===== config.mk =====
export PLATFORM = sky130hd
export DESIGN_NAME = ctr_clamp_regs
export DESIGN_NICKNAME = d
export VERILOG_FILES = /design/src/ctr_pkg.sv /design/src/ctr_aux_mem.sv /design/src/ctr_clamp_regs.sv
export VERILOG_INCLUDE_DIRS = /design/src
export SDC_FILE = /design/constraint.sdc
export NUM_CORES = 1
export LEC_CHECK = 0
export BUFFER_PORTS_ARGS = -buffer_cell sky130_fd_sc_hd__buf_4
export CAP_MARGIN = 10
export CORE_ASPECT_RATIO = 0.8
export CORE_UTILIZATION = 56
export DETAILED_ROUTE_END_ITERATION = 8
export HOLD_SLACK_MARGIN = 0.12
export PLACE_DENSITY = 0.74
export SYNTH_ARGS = -nofsm -noshare
export SYNTH_HDL_FRONTEND = slang
export SYNTH_SLANG_ARGS = --single-unit

===== constraint.sdc =====
create_clock -name clk_sys_i -period 4.48 [get_ports clk_sys_i]
set_input_delay 0.896 -clock clk_sys_i [delete_from_list [all_inputs] [get_ports clk_sys_i]]
set_output_delay 0.896 -clock clk_sys_i [all_outputs]
set_load 0.01 [all_outputs]

===== src/ctr_defines.svh =====
// Purpose: Register offsets, field positions, reset values and counts for the clamp block
// Assumes: Byte-wide registers reached by a simple write/read register port
// Notes:   Definitions only
`ifndef CTR_DEFINES_SVH
`define CTR_DEFINES_SVH

// ----------------------------------------------------------------------
// Register offsets
// ----------------------------------------------------------------------
`define CTR_ADDR_CLAMP_CFG    5'h07
`define CTR_ADDR_FINE_CTL     5'h08
`define CTR_ADDR_COARSE_CTL   5'h09
`define CTR_ADDR_TIMING       5'h0a
`define CTR_ADDR_REFADJ       5'h0b
`define CTR_ADDR_AUX_BASE     5'h10
`define CTR_ADDR_AUX_LAST     5'h17
`define CTR_ADDR_MODE3        5'h03

// ----------------------------------------------------------------------
// Field positions
// ----------------------------------------------------------------------
`define CTR_FINE_DUR_LSB      0
`define CTR_COARSE_DUR_LSB    3
`define CTR_SYNC_SEL_BIT      6
`define CTR_EDGE_POL_BIT      5
`define CTR_DELAY_LSB         5
`define CTR_TRIM_LSB          4

// ----------------------------------------------------------------------
// Reset values
// ----------------------------------------------------------------------
`define CTR_RST_BYTE          8'h00
`define CTR_RST_REFADJ        8'h01
`define CTR_RST_COUNT         9'h000
`define CTR_COUNT_ONE         9'h001

`endif


===== src/ctr_pkg.sv =====
// Purpose: Types shared by the clamp trigger and configuration register block
// Assumes: Constants live in ctr_defines.svh
// Notes:   Structs carry grouped signals
package ctr_pkg;

    // Register access request from the serial bus front end
    typedef struct packed {
        logic       wr;
        logic       rd;
        logic [4:0] addr;
        logic [7:0] wdata;
    } ctr_req_s;

    // Per-clamp drive: on and direction
    typedef struct packed {
        logic on;
        logic up;
    } ctr_clamp_s;

endpackage


===== src/ctr_aux_mem.sv =====
// Purpose: Eight byte store for auxiliary conversion results
// Assumes: One write port from the converter, one registered read port
// Notes:   Read data come out of a register
module ctr_aux_mem
    import ctr_pkg::*;
#(
    parameter int DEPTH = 8,
    parameter int AW    = 3
) (
    input  wire logic          clk_sys_i,
    input  wire logic          we_i,
    input  wire logic [AW-1:0] waddr_i,
    input  wire logic [7:0]    wdata_i,
    input  wire logic [AW-1:0] raddr_i,
    output logic      [7:0]    rdata_o
);

    logic [7:0] mem [DEPTH];

    // Converter writes a result
    always_ff @(posedge clk_sys_i) begin
        if (we_i) begin
            mem[waddr_i] <= wdata_i;
        end
    end

    // Registered read
    always_ff @(posedge clk_sys_i) begin
        rdata_o <= mem[raddr_i];
    end

endmodule // ctr_aux_mem


===== src/ctr_clamp_regs.sv =====
// Purpose: Clamp trigger logic with timing, reference trim and aux monitor registers
// Assumes: Host accesses arrive as a one-cycle request on the core clock
// Notes:   Sync pin is synchronised; read data valid two cycles after rd
`include "ctr_defines.svh"

module ctr_clamp_regs
    import ctr_pkg::*;
#(
    parameter int NCLAMP = 3
) (
    input  wire logic        clk_sys_i,
    input  wire logic        sys_rst_i,
    input  wire ctr_req_s    req_i,
    output logic      [7:0]  rdata_o,
    output logic             rvalid_o,
    input  wire logic        sync_in_i,
    input  wire logic        aux_we_i,
    input  wire logic [2:0]  aux_sel_i,
    input  wire logic [7:0]  aux_data_i,
    output logic      [1:0]  core_clock_delay_sel_o,
    output logic      [2:0]  adc_reference_trim_o,
    output ctr_clamp_s [NCLAMP-1:0] fine_clamp_o,
    output ctr_clamp_s [NCLAMP-1:0] coarse_clamp_o
);

    // ------------------------------------------------------------------
    // Register storage
    // ------------------------------------------------------------------
    logic [7:0] clamp_cfg_r;
    logic [7:0] fine_ctl_r;
    logic [7:0] coarse_ctl_r;
    logic [7:0] core_timing_control_r;
    logic [7:0] adc_reference_adjust_r;
    logic [7:0] mode3_r;
    logic [7:0] aux_rdata;
    logic [7:0] rdata_nxt;
    logic       rd_aux_r;
    logic       sync_meta_r;
    logic       sync_r;
    logic       sync_d_r;
    logic       sync_edge;

    // Decode used for both write and read
    function automatic logic hit(input logic [4:0] a, input logic [4:0] b);
        return a == b;
    endfunction

    // Host writes; reserved bits stored as written, host keeps them legal
    always_ff @(posedge clk_sys_i) begin
        if (sys_rst_i) begin
            clamp_cfg_r            <= `CTR_RST_BYTE;
            fine_ctl_r             <= `CTR_RST_BYTE;
            coarse_ctl_r           <= `CTR_RST_BYTE;
            core_timing_control_r  <= `CTR_RST_BYTE;
            adc_reference_adjust_r <= `CTR_RST_REFADJ;
            mode3_r                <= `CTR_RST_BYTE;
        end else if (req_i.wr) begin
            if (hit(req_i.addr, `CTR_ADDR_CLAMP_CFG)) begin
                clamp_cfg_r <= req_i.wdata;
            end else if (hit(req_i.addr, `CTR_ADDR_FINE_CTL)) begin
                fine_ctl_r <= req_i.wdata;
            end else if (hit(req_i.addr, `CTR_ADDR_COARSE_CTL)) begin
                coarse_ctl_r <= req_i.wdata;
            end else if (hit(req_i.addr, `CTR_ADDR_TIMING)) begin
                core_timing_control_r <= req_i.wdata;
            end else if (hit(req_i.addr, `CTR_ADDR_REFADJ)) begin
                adc_reference_adjust_r <= req_i.wdata;
            end else if (hit(req_i.addr, `CTR_ADDR_MODE3)) begin
                mode3_r <= req_i.wdata;
            end
        end
    end

    // Configuration outputs
    always_ff @(posedge clk_sys_i) begin
        if (sys_rst_i) begin
            core_clock_delay_sel_o <= 2'h0;
            adc_reference_trim_o   <= 3'h0;
        end else begin
            core_clock_delay_sel_o <= core_timing_control_r[`CTR_DELAY_LSB +: 2];
            adc_reference_trim_o   <= adc_reference_adjust_r[`CTR_TRIM_LSB +: 3];
        end
    end

    // ------------------------------------------------------------------
    // Aux monitor store and read path
    // ------------------------------------------------------------------
    ctr_aux_mem #(
        .DEPTH (8),
        .AW    (3)
    ) u_aux (
        .clk_sys_i (clk_sys_i),
        .we_i      (aux_we_i),
        .waddr_i   (aux_sel_i),
        .wdata_i   (aux_data_i),
        .raddr_i   (req_i.addr[2:0]),
        .rdata_o   (aux_rdata)
    );

    // Local register read mux; aux range selected later
    always_comb begin
        rdata_nxt = 8'h00;
        if (hit(req_i.addr, `CTR_ADDR_CLAMP_CFG)) begin
            rdata_nxt = clamp_cfg_r;
        end else if (hit(req_i.addr, `CTR_ADDR_FINE_CTL)) begin
            rdata_nxt = fine_ctl_r;
        end else if (hit(req_i.addr, `CTR_ADDR_COARSE_CTL)) begin
            rdata_nxt = coarse_ctl_r;
        end else if (hit(req_i.addr, `CTR_ADDR_TIMING)) begin
            rdata_nxt = core_timing_control_r;
        end else if (hit(req_i.addr, `CTR_ADDR_REFADJ)) begin
            rdata_nxt = adc_reference_adjust_r;
        end else if (hit(req_i.addr, `CTR_ADDR_MODE3)) begin
            rdata_nxt = mode3_r;
        end
    end

    logic [7:0] local_rdata_r;
    logic       rd_pend_r;

    // Stage one: capture local data and aux flag
    always_ff @(posedge clk_sys_i) begin
        if (sys_rst_i) begin
            local_rdata_r <= 8'h00;
            rd_aux_r      <= 1'b0;
            rd_pend_r     <= 1'b0;
        end else begin
            local_rdata_r <= rdata_nxt;
            rd_aux_r      <= (req_i.addr >= `CTR_ADDR_AUX_BASE)
                             && (req_i.addr <= `CTR_ADDR_AUX_LAST);
            rd_pend_r     <= req_i.rd;
        end
    end

    // Stage two: answer two cycles after rd
    always_ff @(posedge clk_sys_i) begin
        if (sys_rst_i) begin
            rdata_o  <= 8'h00;
            rvalid_o <= 1'b0;
        end else begin
            rvalid_o <= rd_pend_r;
            if (rd_pend_r) begin
                rdata_o <= rd_aux_r ? aux_rdata : local_rdata_r;
            end
        end
    end

    // ------------------------------------------------------------------
    // Sync input synchroniser and edge detect
    // ------------------------------------------------------------------
    always_ff @(posedge clk_sys_i) begin
        if (sys_rst_i) begin
            sync_meta_r <= 1'b0;
            sync_r      <= 1'b0;
            sync_d_r    <= 1'b0;
        end else begin
            sync_meta_r <= sync_in_i;
            sync_r      <= sync_meta_r;
            sync_d_r    <= sync_r;
        end
    end

    // Polarity bit picks rising or falling edge
    assign sync_edge = mode3_r[`CTR_EDGE_POL_BIT] ? (sync_r & ~sync_d_r)
                                                  : (~sync_r & sync_d_r);

    // ------------------------------------------------------------------
    // Clamp engines, fine then coarse
    // ------------------------------------------------------------------
    logic       sync_sel;
    logic [2:0] fine_code;
    logic [2:0] coarse_code;
    assign sync_sel    = clamp_cfg_r[`CTR_SYNC_SEL_BIT];
    assign fine_code   = clamp_cfg_r[`CTR_FINE_DUR_LSB +: 3];
    assign coarse_code = clamp_cfg_r[`CTR_COARSE_DUR_LSB +: 3];

    // Cycle count for a duration code: 2 to the k+1
    // Shift amount is four bits wide so that code 7 gives 256 rather than wrapping to 1
    function automatic logic [8:0] dur_cycles(input logic [2:0] k);
        return 9'(`CTR_COUNT_ONE << ({1'b0, k} + 4'h1));
    endfunction

    genvar g, c;
    generate
        for (g = 0; g < 2; g++) begin : g_grp
            for (c = 0; c < NCLAMP; c++) begin : g_clamp
                logic       en_bit;
                logic       dir_bit;
                logic       en_d_r;
                logic       armed_r;
                logic       on_r;
                logic [8:0] cnt_r;
                logic [8:0] limit;
                logic       fire;

                assign en_bit  = (g == 0) ? fine_ctl_r[2*c+1] : coarse_ctl_r[2*c+1];
                assign dir_bit = (g == 0) ? fine_ctl_r[2*c]   : coarse_ctl_r[2*c];
                assign limit   = dur_cycles((g == 0) ? fine_code : coarse_code);
                // Fire directly, or on sync once armed by a rising control bit
                assign fire = sync_sel ? (armed_r & sync_edge)
                                       : (en_bit & ~en_d_r);

                // Arm on control bit rise; clearing the bit disarms
                always_ff @(posedge clk_sys_i) begin
                    if (sys_rst_i) begin
                        en_d_r  <= 1'b0;
                        armed_r <= 1'b0;
                    end else begin
                        en_d_r <= en_bit;
                        if (!en_bit || fire) begin
                            armed_r <= 1'b0;
                        end else if (en_bit && !en_d_r) begin
                            armed_r <= 1'b1;
                        end
                    end
                end

                // On-time counter, switches off at limit
                always_ff @(posedge clk_sys_i) begin
                    if (sys_rst_i) begin
                        on_r  <= 1'b0;
                        cnt_r <= `CTR_RST_COUNT;
                    end else if (fire && !on_r) begin
                        on_r  <= 1'b1;
                        cnt_r <= `CTR_COUNT_ONE;
                    end else if (on_r) begin
                        if (cnt_r >= limit) begin
                            on_r  <= 1'b0;
                            cnt_r <= `CTR_RST_COUNT;
                        end else begin
                            cnt_r <= cnt_r + `CTR_COUNT_ONE;
                        end
                    end
                end

                // Registered drive; direction valid only while enabled
                // Each group writes only its own output, so no element has two drivers
                if (g == 0) begin : g_fine_drv
                    always_ff @(posedge clk_sys_i) begin
                        if (sys_rst_i) begin
                            fine_clamp_o[c] <= '0;
                        end else begin
                            fine_clamp_o[c].on <= on_r;
                            fine_clamp_o[c].up <= en_bit & dir_bit;
                        end
                    end
                end else begin : g_coarse_drv
                    always_ff @(posedge clk_sys_i) begin
                        if (sys_rst_i) begin
                            coarse_clamp_o[c] <= '0;
                        end else begin
                            coarse_clamp_o[c].on <= on_r;
                            coarse_clamp_o[c].up <= en_bit & dir_bit;
                        end
                    end
                end
            end
        end
    endgenerate

endmodule // ctr_clamp_regs


== After elaboration in Yosys (flattened, before gate mapping) ==
Memories as Yosys holds them, arrays and structs flattened. A register that Yosys moved wholly into a read port is not among the register bits.
Cells that the tools add are included.

* ROM bits: 0
* Input bits: 30
* Latch bits: 0
* Flip-flop bits (word level): 159
* Logic and storage cells: 229
* Memories kept: 1
* Output and inout bits: 26
* Bits in writable memories: 64

{| class="wikitable"
|+ Memory list
! name !! words !! bits a word !! read ports !! clocked after memory_dff !! wr ports !! RTL line !! RTL
|-
| u_aux.mem || 8 || 8 || 1 || 1 || 1 || ctr_aux_mem.sv:18 || <nowiki>logic [7:0] mem [DEPTH];</nowiki>
|}

* Reductions and logical operators: 61
* Bitwise operators: 33
* Equal/unequal tests: 6
* Divide/modulo/power cells: 0
* Add/subtract/negate cells: 8
* Multiply operators: 0
* Mux-type cells: 52
* Order comparisons: 8
* Shifts and indexed selects: 2

{| class="wikitable"
|+ Operators by type and width
! kind !! number
|-
| $mux W8 || 7
|-
| $add A9 B1 Y9 const B || 6
|-
| $ge A9 B9 Y1 || 6
|-
| $mux W9 || 6
|-
| $mux W1 || 39
|-
| $reduce_or A2 Y1 || 12
|-
| $and A1 B1 Y1 || 20
|-
| $eq A5 B4 Y1 const B || 4
|-
| $logic_not A1 Y1 || 18
|-
| $shl A1 B4 Y9 const A || 2
|-
| $logic_and A1 B1 Y1 || 13
|-
| $not A1 Y1 || 13
|-
| $reduce_bool A2 Y1 || 6
|-
| $add A3 B1 Y4 const B || 2
|-
| $reduce_and A7 Y1 || 1
|-
| $logic_or A1 B1 Y1 || 6
|-
| $reduce_and A6 Y1 || 1
|-
| $eq A5 B2 Y1 const B || 1
|-
| $eq A5 B3 Y1 const B || 1
|-
| $ge A5 B5 Y1 const B || 1
|-
| $le A5 B5 Y1 const B || 1
|-
| $reduce_and A5 Y1 || 1
|-
| $reduce_and A4 Y1 || 1
|-
| $reduce_and A3 Y1 || 1
|-
| $reduce_and A2 Y1 || 1
|}

== Logic depth before layout (Yosys ltp) ==
Gate-level depths: netlist of run 1.

* Depth in word-level cells: 7
* Depth in mapped cells: 10
* Gate-level depth less buffers: 8

== Modules after synthesis ==
Synthesis of run 1 repeated with hierarchy kept, for this count alone.

* Cells, all modules: 1038
* Area total of the unflattened synthesis: 10545.1 um^2

{| class="wikitable"
|+ By module, submodules not included
! module !! area each (um^2) !! times used !! cells each !! seq. area each (um^2)
|-
| ctr_clamp_regs || 7853.8 || 1 || 924 || 3183.1
|-
| ctr_aux_mem || 2691.3 || 1 || 114 || 2082.0
|}

== Worst setup path after synthesis of run 1 ==
OpenSTA, ideal clock, no wires.

* Path type: reg2reg
* Start: register clamp_cfg_r[0]
* End: register g_grp[0].g_clamp[1].cnt_r[8]
* Arrival time: 2.259 ns
* Stages on the path, launching flop included: 10
* Period minus slack after synthesis: 2.334 ns
* Path slack: 2.146 ns
* Cells stage by stage: dfxtp_1 clkbuf_1 or3b_2 ha_1 a21oi_1 o21ai_0 a211oi_2 buf_6 nand3_1 a31oi_1

* Cells in the longest elaborated chain, start to end: 4

{| class="wikitable"
|+ RTL lines
! what !! RTL line !! RTL
|-
| start, declared || ctr_clamp_regs.sv:29 || <nowiki>logic [7:0] clamp_cfg_r;</nowiki>
|-
| start signal, assigned || ctr_clamp_regs.sv:51 || <nowiki>clamp_cfg_r <= `CTR_RST_BYTE;</nowiki>
|-
| start signal, assigned || ctr_clamp_regs.sv:59 || <nowiki>clamp_cfg_r <= req_i.wdata;</nowiki>
|-
| $add A3 B1 Y4 || ctr_clamp_regs.sv:180 || <nowiki>return 9'(`CTR_COUNT_ONE << ({1'b0, k} + 4'h1));</nowiki>
|-
| $shl A1 B4 Y9 (no source line) || -- ||
|-
| $ge A9 B9 Y1 || ctr_clamp_regs.sv:227 || <nowiki>if (cnt_r >= limit) begin</nowiki>
|-
| $mux W9 || ctr_clamp_regs.sv:227 ||
|-
| end signal, assigned || ctr_clamp_regs.sv:225 || <nowiki>cnt_r <= `CTR_COUNT_ONE;</nowiki>
|-
| end signal, assigned || ctr_clamp_regs.sv:229 || <nowiki>cnt_r <= `CTR_RST_COUNT;</nowiki>
|-
| end signal, assigned || ctr_clamp_regs.sv:231 || <nowiki>cnt_r <= cnt_r + `CTR_COUNT_ONE;</nowiki>
|-
| end, declared || ctr_clamp_regs.sv:192 || <nowiki>logic [8:0] cnt_r;</nowiki>
|}

No other way between the ends.
A chain may end at the register's enable or synchronous reset.

== Worst setup path in the final report of run 1 ==
* Start: register clamp_cfg_r[0]
* End: register g_grp[0].g_clamp[1].cnt_r[6]

Same word-level chain as after synthesis.

==> results of run 1 <==
## report_power, final
group	leakage [nW]	switching, mW	total (mW)	internal, mW
Combinational	2.19	0.119	0.205	0.0856
Sequential	1.93	0.0201	2.21	2.19
Clock	0.401	0.821	2.07	1.25
## critical path, delay by kind of cell, from the launching register on
family,cells,cell delay (ns)
adder cells (fa/ha/maj),1,0.31
flip-flops,1,0.48
AND/OR/NAND/NOR,2,0.69
AO/OA/AOI/OAI,4,1.34
## worst max-delay path by stage
stage | start | endpoint | cells past startpoint
finish | clamp_cfg_r[0]$_SDFFE_PP0P_ | g_grp[0].g_clamp[1].cnt_r[6]$_SDFFE_PP0P_ | 7
CTS | clamp_cfg_r[0]$_SDFFE_PP0P_ | g_grp[0].g_clamp[1].cnt_r[6]$_SDFFE_PP0P_ | 7
global route | clamp_cfg_r[0]$_SDFFE_PP0P_ | g_grp[0].g_clamp[1].cnt_r[6]$_SDFFE_PP0P_ | 7
detailed placement | clamp_cfg_r[0]$_SDFFE_PP0P_ | g_grp[0].g_clamp[1].cnt_r[6]$_SDFFE_PP0P_ | 7
floorplan | clamp_cfg_r[0]$_SDFFE_PP0P_ | g_grp[0].g_clamp[1].cnt_r[8]$_SDFFE_PP0P_ | 9
global placement | req_i[10] | adc_reference_adjust_r[0]$_SDFFE_PP1P_ | 6
## flip-flops by register name, indices dropped and copies added, names as in the netlist
name,flops
adc_reference_trim_o,3
u_aux.rdata_o,8
u_aux.mem,64
core_clock_delay_sel_o,2
fine_clamp_o,6
g_grp.g_clamp.cnt_r,54
sync_r,1
g_grp.g_clamp.armed_r,6
clamp_cfg_r,8
mode3_r,8
adc_reference_adjust_r,8
coarse_ctl_r,8
coarse_clamp_o,6
rd_aux_r,1
sync_meta_r,1
rd_pend_r,1
sync_d_r,1
core_timing_control_r,8
fine_ctl_r,8
g_grp.g_clamp.on_r,6
local_rdata_r,8
rdata_o,8
g_grp.g_clamp.en_d_r,6
rvalid_o,1
## cells in the final DEF (no fill, tap or decap), types with 5 or more instances in the layout
master / instances
a211oi_1: 13
a21o_4: 6
a21oi_1: 68
a22o_2: 6
a22oi_1: 6
a31oi_1: 37
and2_1: 14
and3_1: 5
and4_1: 7
buf_4: 58
clkbuf_16: 23
conb_1: 6
dfxtp_1: 167
edfxtp_1: 64
ha_1: 60
inv_1: 19
mux2_2: 8
mux2i_1: 34
mux4_2: 16
nand2_1: 154
nand3_1: 63
nand3b_1: 20
nand4_1: 11
nor2_1: 135
nor2b_1: 30
nor3_1: 10
o21a_1: 8
o21ai_0: 31
o21ai_1: 18
## per-stage QoR
stage | std cells | instance area, um2 | setup slack, ns
floorplan | 1112 | 10900 | 2.15
global placement | 1377 | 11300 | 1.73
detailed placement | 1377 | 11300 | 1.62
CTS | 1419 | 12200 | 1.61
global route | 1419 | 12200 | 1.37
finish | 1419 | 12200 | 1.59
## final cells by class
class / instances / area share (%)
sequential: 231 / 43.3
multi-input combinational: 811 / 43.1
clock buffer: 31 / 5.31
timing repair buffer: 58 / 3.58
tap: 258 / 2.65
clock inverter: 11 / 1.42
inverter: 19 / 0.587
## per-layer routing
metal	share of wire (%)	routed length, um	up-vias	GRT usage, %
met5	0	0	-	0
met3	5.7	1350	33	3.62
met4	1.8	418	0	5.48
met1	48	11400	3826	36.0
li1	-	-	4047	-
met2	44	10500	233	36.6
## cell families (layout without fill, tap and decap cells)
family / Yosys count / in the layout / share of synthesized area, %
simple gates: 473 / 473 / 20.8
flops: 231 / 231 / 48.6
compound gates: 214 / 214 / 13.2
buf+inv: 70 / 119 / 3.24
fa+ha+maj: 60 / 60 / 6.92
mux: 58 / 58 / 7.29
other cells: 1 / 6 / 0.0346
==> metrics.txt, run 1 <==
CP arrival 3.33 ns; Post-CTS Setup Bufs 0; Post-Syn Instances approximately 1.1k; Cell variety after synth 60; Final Wtd Congestion 0.870; Avg Vias per Cell 5.74; number of global-route vias before repair 7,363; Initial Util ~57%; row cnt 45; number of nets in the layout between 1k and 1.5k; Hold WS 0.456 ns; via count 8,139; hold crit path type reg2reg; first-pass GRT wire length 37,900 um; core area roughly 0.019 mm2; CTS Sinks 231; DP HPWL 16,000 um; Static Leakage 4.53 nW; r2r worst-path depth 7; Layout area overhead 12.1%; DR iter-0 viols 578; fraction of layout cells with a size suffix above 1 roughly 14%; Hold Path End sync_r$_SDFF_PP0_; area occupied by multi-input gates 0.00525 mm2; most common cell in the synthesized netlist dfxtp_1; # IOs 56; min Tclk post-route slightly below 3 ns; CTS resizes 0; worst slew pin tran 1.05 ns; Post-synth top cells 167 x dfxtp_1, 154 x nand2_1, 135 x nor2_1; Post-synth EDFFs 64; CP Max Fanout 16; Crit. End Element flop; Final ANT Viol Nets 0; Final setup viols 0; Antenna diodes 0; Slew Limit Fails 0; Final TNS setup 0 ns; worst path cell trace or3b_2, ha_1, a21oi_1, o21ai_0, a211oi_2, nand3_1, a31oi_1; top cell type by total area after synthesis dfxtp_1; peak supply drop 0.407 mV; final clock skew 0.0164 ns; sequential share of the synthesized area 48.6%; clock transition at the registers of the reported paths 0.06 ns; Yosys warnings 0; Die Area 0.0199 mm2; Hold-fix buffers, CTS 0; hold path cells 1; fillers 1,546; ys flop type dfxtp_1; synth top area cells dfxtp_1 31%, edfxtp_1 18%, ha_1 6.9%; top-area cell type share of the netlist area 30.8%; H-tree Lvls 1; Final Hold Fails 0; hold wc startpoint sync_meta_r$_SDFF_PP0_; Routed WL about 24,000 um; Setup crit start kind flop; CTS Root Buffer Type clkbuf_16; DRC Markers 0; async set-or-reset flop fraction in the synthesized netlist 0%; Reg2Reg Setup Slack 1.59 ns; CTS tree yes; Critical Path RT 4.92 ns; Reg2Reg Launch Point clamp_cfg_r[0]$_SDFFE_PP0P_; outcome completed; fmax about 0.35 GHz; FF/Latch Area 0.00527 mm2; GR Overflow Total 0; Slew headroom between 30% and 40%; Crit Path Class reg2reg; power per cell area 369 mW/mm2; Crit-path slowest cell a211oi_2; GRT Total Usage 24.0%; CP max stage delay 0.83 ns; Worst R2R End g_grp[0].g_clamp[1].cnt_r[6]$_SDFFE_PP0P_; TritonCTS Buffers 23; final core occ 64.1%; PortBufs 55; synthesized area 0.0108 mm2; antenna violations before repair 0; RSZ-0062 raised after global routing false; Initial DRT Pass Iterations 5; total chip power 4.48 mW; syn_area_per_cell 9.80 um2; Worst-Skew Late Latency roughly 0.53 ns; Max clock buf depth 3; die height 126 um; FF+latch count, synth 231; Final Cycle Share roughly 65%; die width 158 um; largest net degree at the start of global routing 91; WL per Instance ~17 um; Max Cap Viol 0
Power figures use the tool's default switching activity.
==> run 2, diff against run 1 <==
==> constraint.sdc (replaced) <==
create_clock -name clk_sys_i -period 3 [get_ports clk_sys_i]
set_input_delay 0.6 -clock clk_sys_i [delete_from_list [all_inputs] [get_ports clk_sys_i]]
set_output_delay 0.6 -clock clk_sys_i [all_outputs]
set_load 0.01 [all_outputs]
==> metrics.txt, run 2 (synthesis results as in run 1) <==
Slew headroom 41.8% (was 30.2%); TritonCTS Buffers 24 (was 23); min Tclk post-route 2.65 ns (was 2.89 ns); PortBufs 55 (unchanged); commonest non-fill, non-tap cell in the layout dfxtp_1 (unchanged); Worst-Skew Late Latency 0.52 ns (was 0.53 ns); Reg2Reg Launch Point clamp_cfg_r[0]$_SDFFE_PP0P_ (unchanged); r2r worst-path depth 7 (unchanged); GRT Total Usage 24.9% (was 24.0%); Crit Path Class reg2reg (unchanged); Max Cap Viol 0 (unchanged); FF/Latch Area 0.00527 mm2 (unchanged); DRC Markers 0 (unchanged); CTS tree yes (unchanged); DP HPWL 16,000 um (about the same); RSZ-0062 raised after global routing false (unchanged); core area 0.0190 mm2 (unchanged); Initial DRT Pass Iterations 5 (unchanged); worst path bufs/invs 0 (unchanged); Avg Vias per Cell 5.74 (about the same); Layout area overhead 13.3% (was 12.1%); H-tree Lvls 1 (unchanged); Critical Path RT 3.44 ns (was 4.92 ns); area occupied by multi-input gates 0.00525 mm2 (unchanged); Hold-fix buffers, CTS 0 (unchanged); outcome completed (unchanged); number of nets in the layout 1,249 (was 1,234); Final TNS setup 0 ns (unchanged); Final Hold Fails 0 (unchanged); number of flip-flops in the largest register 64 (unchanged); number of global-route vias before repair 7,635 (was 7,363); Routed WL 24,200 um (was 23,700 um); final clock skew 0.0118 ns (was 0.0164 ns); clock transition at the registers of the reported paths 0.07 ns (was 0.06 ns); Top delay family on crit path compound AO/OA/AOI/OAI gates (unchanged); final core occ 64.8% (was 64.1%); Initial Util 57.2% (unchanged); CTS Sinks 231 (unchanged); commonest non-fill, non-tap cells in the layout 167 x dfxtp_1, 154 x nand2_1, 135 x nor2_1, 72 x buf_4, 68 x a21oi_1 (was 167 x dfxtp_1, 154 x nand2_1, 135 x nor2_1, 68 x a21oi_1, 64 x edfxtp_1); CP arrival 3.09 ns (was 3.33 ns); Crit. End Element flop (unchanged); CTS resizes 0 (unchanged); Design Area, Final 0.0123 mm2 (was 0.0122 mm2); fraction of layout cells with a size suffix above 1 14.5% (was 13.6%); Static Leakage 4.60 nW (was 4.53 nW); CP max stage delay 0.62 ns (was 0.83 ns); Slew Limit Fails 0 (unchanged); die width 158 um (unchanged); Crit-path slowest cell a211oi_4 (was a211oi_2); Regs by FF count u_aux.mem: 64 flops, g_grp.g_clamp.cnt_r: 54 flops (unchanged); Final setup viols 0 (unchanged); Post-CTS Setup Bufs 0 (unchanged); Post-Place Cell Area 0.0114 mm2 (was 0.0113 mm2); worst slew pin tran 0.872 ns (was 1.05 ns); Antenna diodes 0 (unchanged); Final Wtd Congestion 0.816 (was 0.870); Reg2Reg Setup Slack 0.35 ns (was 1.59 ns); Hold WS 0.300 ns (was 0.456 ns); pre-CTS WS 0.357 ns (was 1.62 ns); antenna violations before repair 0 (unchanged); Final ANT Viol Nets 0 (unchanged); power per cell area 552 mW/mm2 (was 369 mW/mm2); Worst R2R End g_grp[0].g_clamp[2].cnt_r[6]$_SDFFE_PP0P_ (was g_grp[0].g_clamp[1].cnt_r[6]$_SDFFE_PP0P_); Cells after DPL 1,391 (was 1,377); first-pass GRT wire length 39,300 um (was 37,900 um); Hold Path End rd_pend_r$_SDFF_PP0_ (was sync_r$_SDFF_PP0_); Biggest register u_aux.mem (unchanged); CTS Root Buffer Type clkbuf_16 (unchanged); row cnt 45 (unchanged); die height 126 um (unchanged); peak supply drop 0.530 mV (was 0.407 mV); fillers 1,522 (was 1,546); GR Overflow Total 0 (unchanged); Finished Layout Cells 1,435 (was 1,419); largest net degree at the start of global routing 72 (was 91); CP Max Fanout 17 (was 16); WL per Instance 16.8 um (was 16.7 um); hold path cells 2 (was 1); worst path cell trace or3b_2, ha_1, a21oi_1, o21ai_1, a211oi_4, nand3_1, a31oi_1 (was or3b_2, ha_1, a21oi_1, o21ai_0, a211oi_2, nand3_1, a31oi_1); Final Cycle Share 88.4% (was 64.6%); Setup crit start kind flop (unchanged); # IOs 56 (unchanged); DR iter-0 viols 715 (was 578); Max clock buf depth 3 (unchanged); final worst setup slack 0.349 ns (was 1.59 ns); Die Area 0.0199 mm2 (unchanged); hold crit path type in2reg (was reg2reg); total chip power 6.78 mW (was 4.48 mW); hold wc startpoint req_i[13] (was sync_meta_r$_SDFF_PP0_); via count 8,243 (was 8,139); fmax 0.377 GHz (was 0.346 GHz)
## run 2: final cells by class
class | instances | area share, %
Sequential cell | 231 | 42.8
Multi-Input combinational cell | 811 | 42.7
Clock buffer | 30 | 5.15
Clock inverter | 14 | 1.70
Timing Repair Buffer | 72 | 4.40
Tap cell | 258 | 2.63
Inverter | 19 | 0.580
## run 2: worst max path at each step
| stage | from | endpoint | slack, ns | cells after the start |
|---|---|---|---|---|
| 6_report | clamp_cfg_r[0]$_SDFFE_PP0P_ | g_grp[0].g_clamp[2].cnt_r[6]$_SDFFE_PP0P_ | 0.35 | 7 |
| 4_1_cts | clamp_cfg_r[0]$_SDFFE_PP0P_ | g_grp[0].g_clamp[2].cnt_r[6]$_SDFFE_PP0P_ | 0.36 | 7 |
| 3_3_place_gp | clamp_cfg_r[0]$_SDFFE_PP0P_ | g_grp[0].g_clamp[2].cnt_r[2]$_SDFFE_PP0P_ | 0.53 | 7 |
| 5_1_grt | clamp_cfg_r[3]$_SDFFE_PP0P_ | g_grp[1].g_clamp[2].cnt_r[3]$_SDFFE_PP0P_ | 0.18 | 7 |
| 3_5_place_dp | clamp_cfg_r[0]$_SDFFE_PP0P_ | g_grp[0].g_clamp[2].cnt_r[6]$_SDFFE_PP0P_ | 0.36 | 7 |
| 2_1_floorplan | clamp_cfg_r[0]$_SDFFE_PP0P_ | g_grp[0].g_clamp[1].cnt_r[8]$_SDFFE_PP0P_ | 0.67 | 9 |
## run 2: worst reg2reg max path: cells and delay by family (launching register included)
| family | cells | cell delay (ns) |
|---|---|---|
| AO/OA/AOI/OAI | 4 | 1.08 |
| adder cells (fa/ha/maj) | 1 | 0.31 |
| flip-flops | 1 | 0.48 |
| AND/OR/NAND/NOR | 2 | 0.70 |
## run 2: per-layer routing
layer  vias up  wire (um)  GRT usage (%)
li1       4068          -              -
met1      3914      11700           37.7
met2       227      10600           37.2
met3        34       1410           3.38
met4         0        395           6.57
met5         -          0              0
## run 2: report_power, final
part	total, mW	internal, mW	switching [mW]
logic	0.314	0.134	0.181
clock network	3.17	1.93	1.24
registers	3.30	3.27	0.0304
total	6.78	5.33	1.45
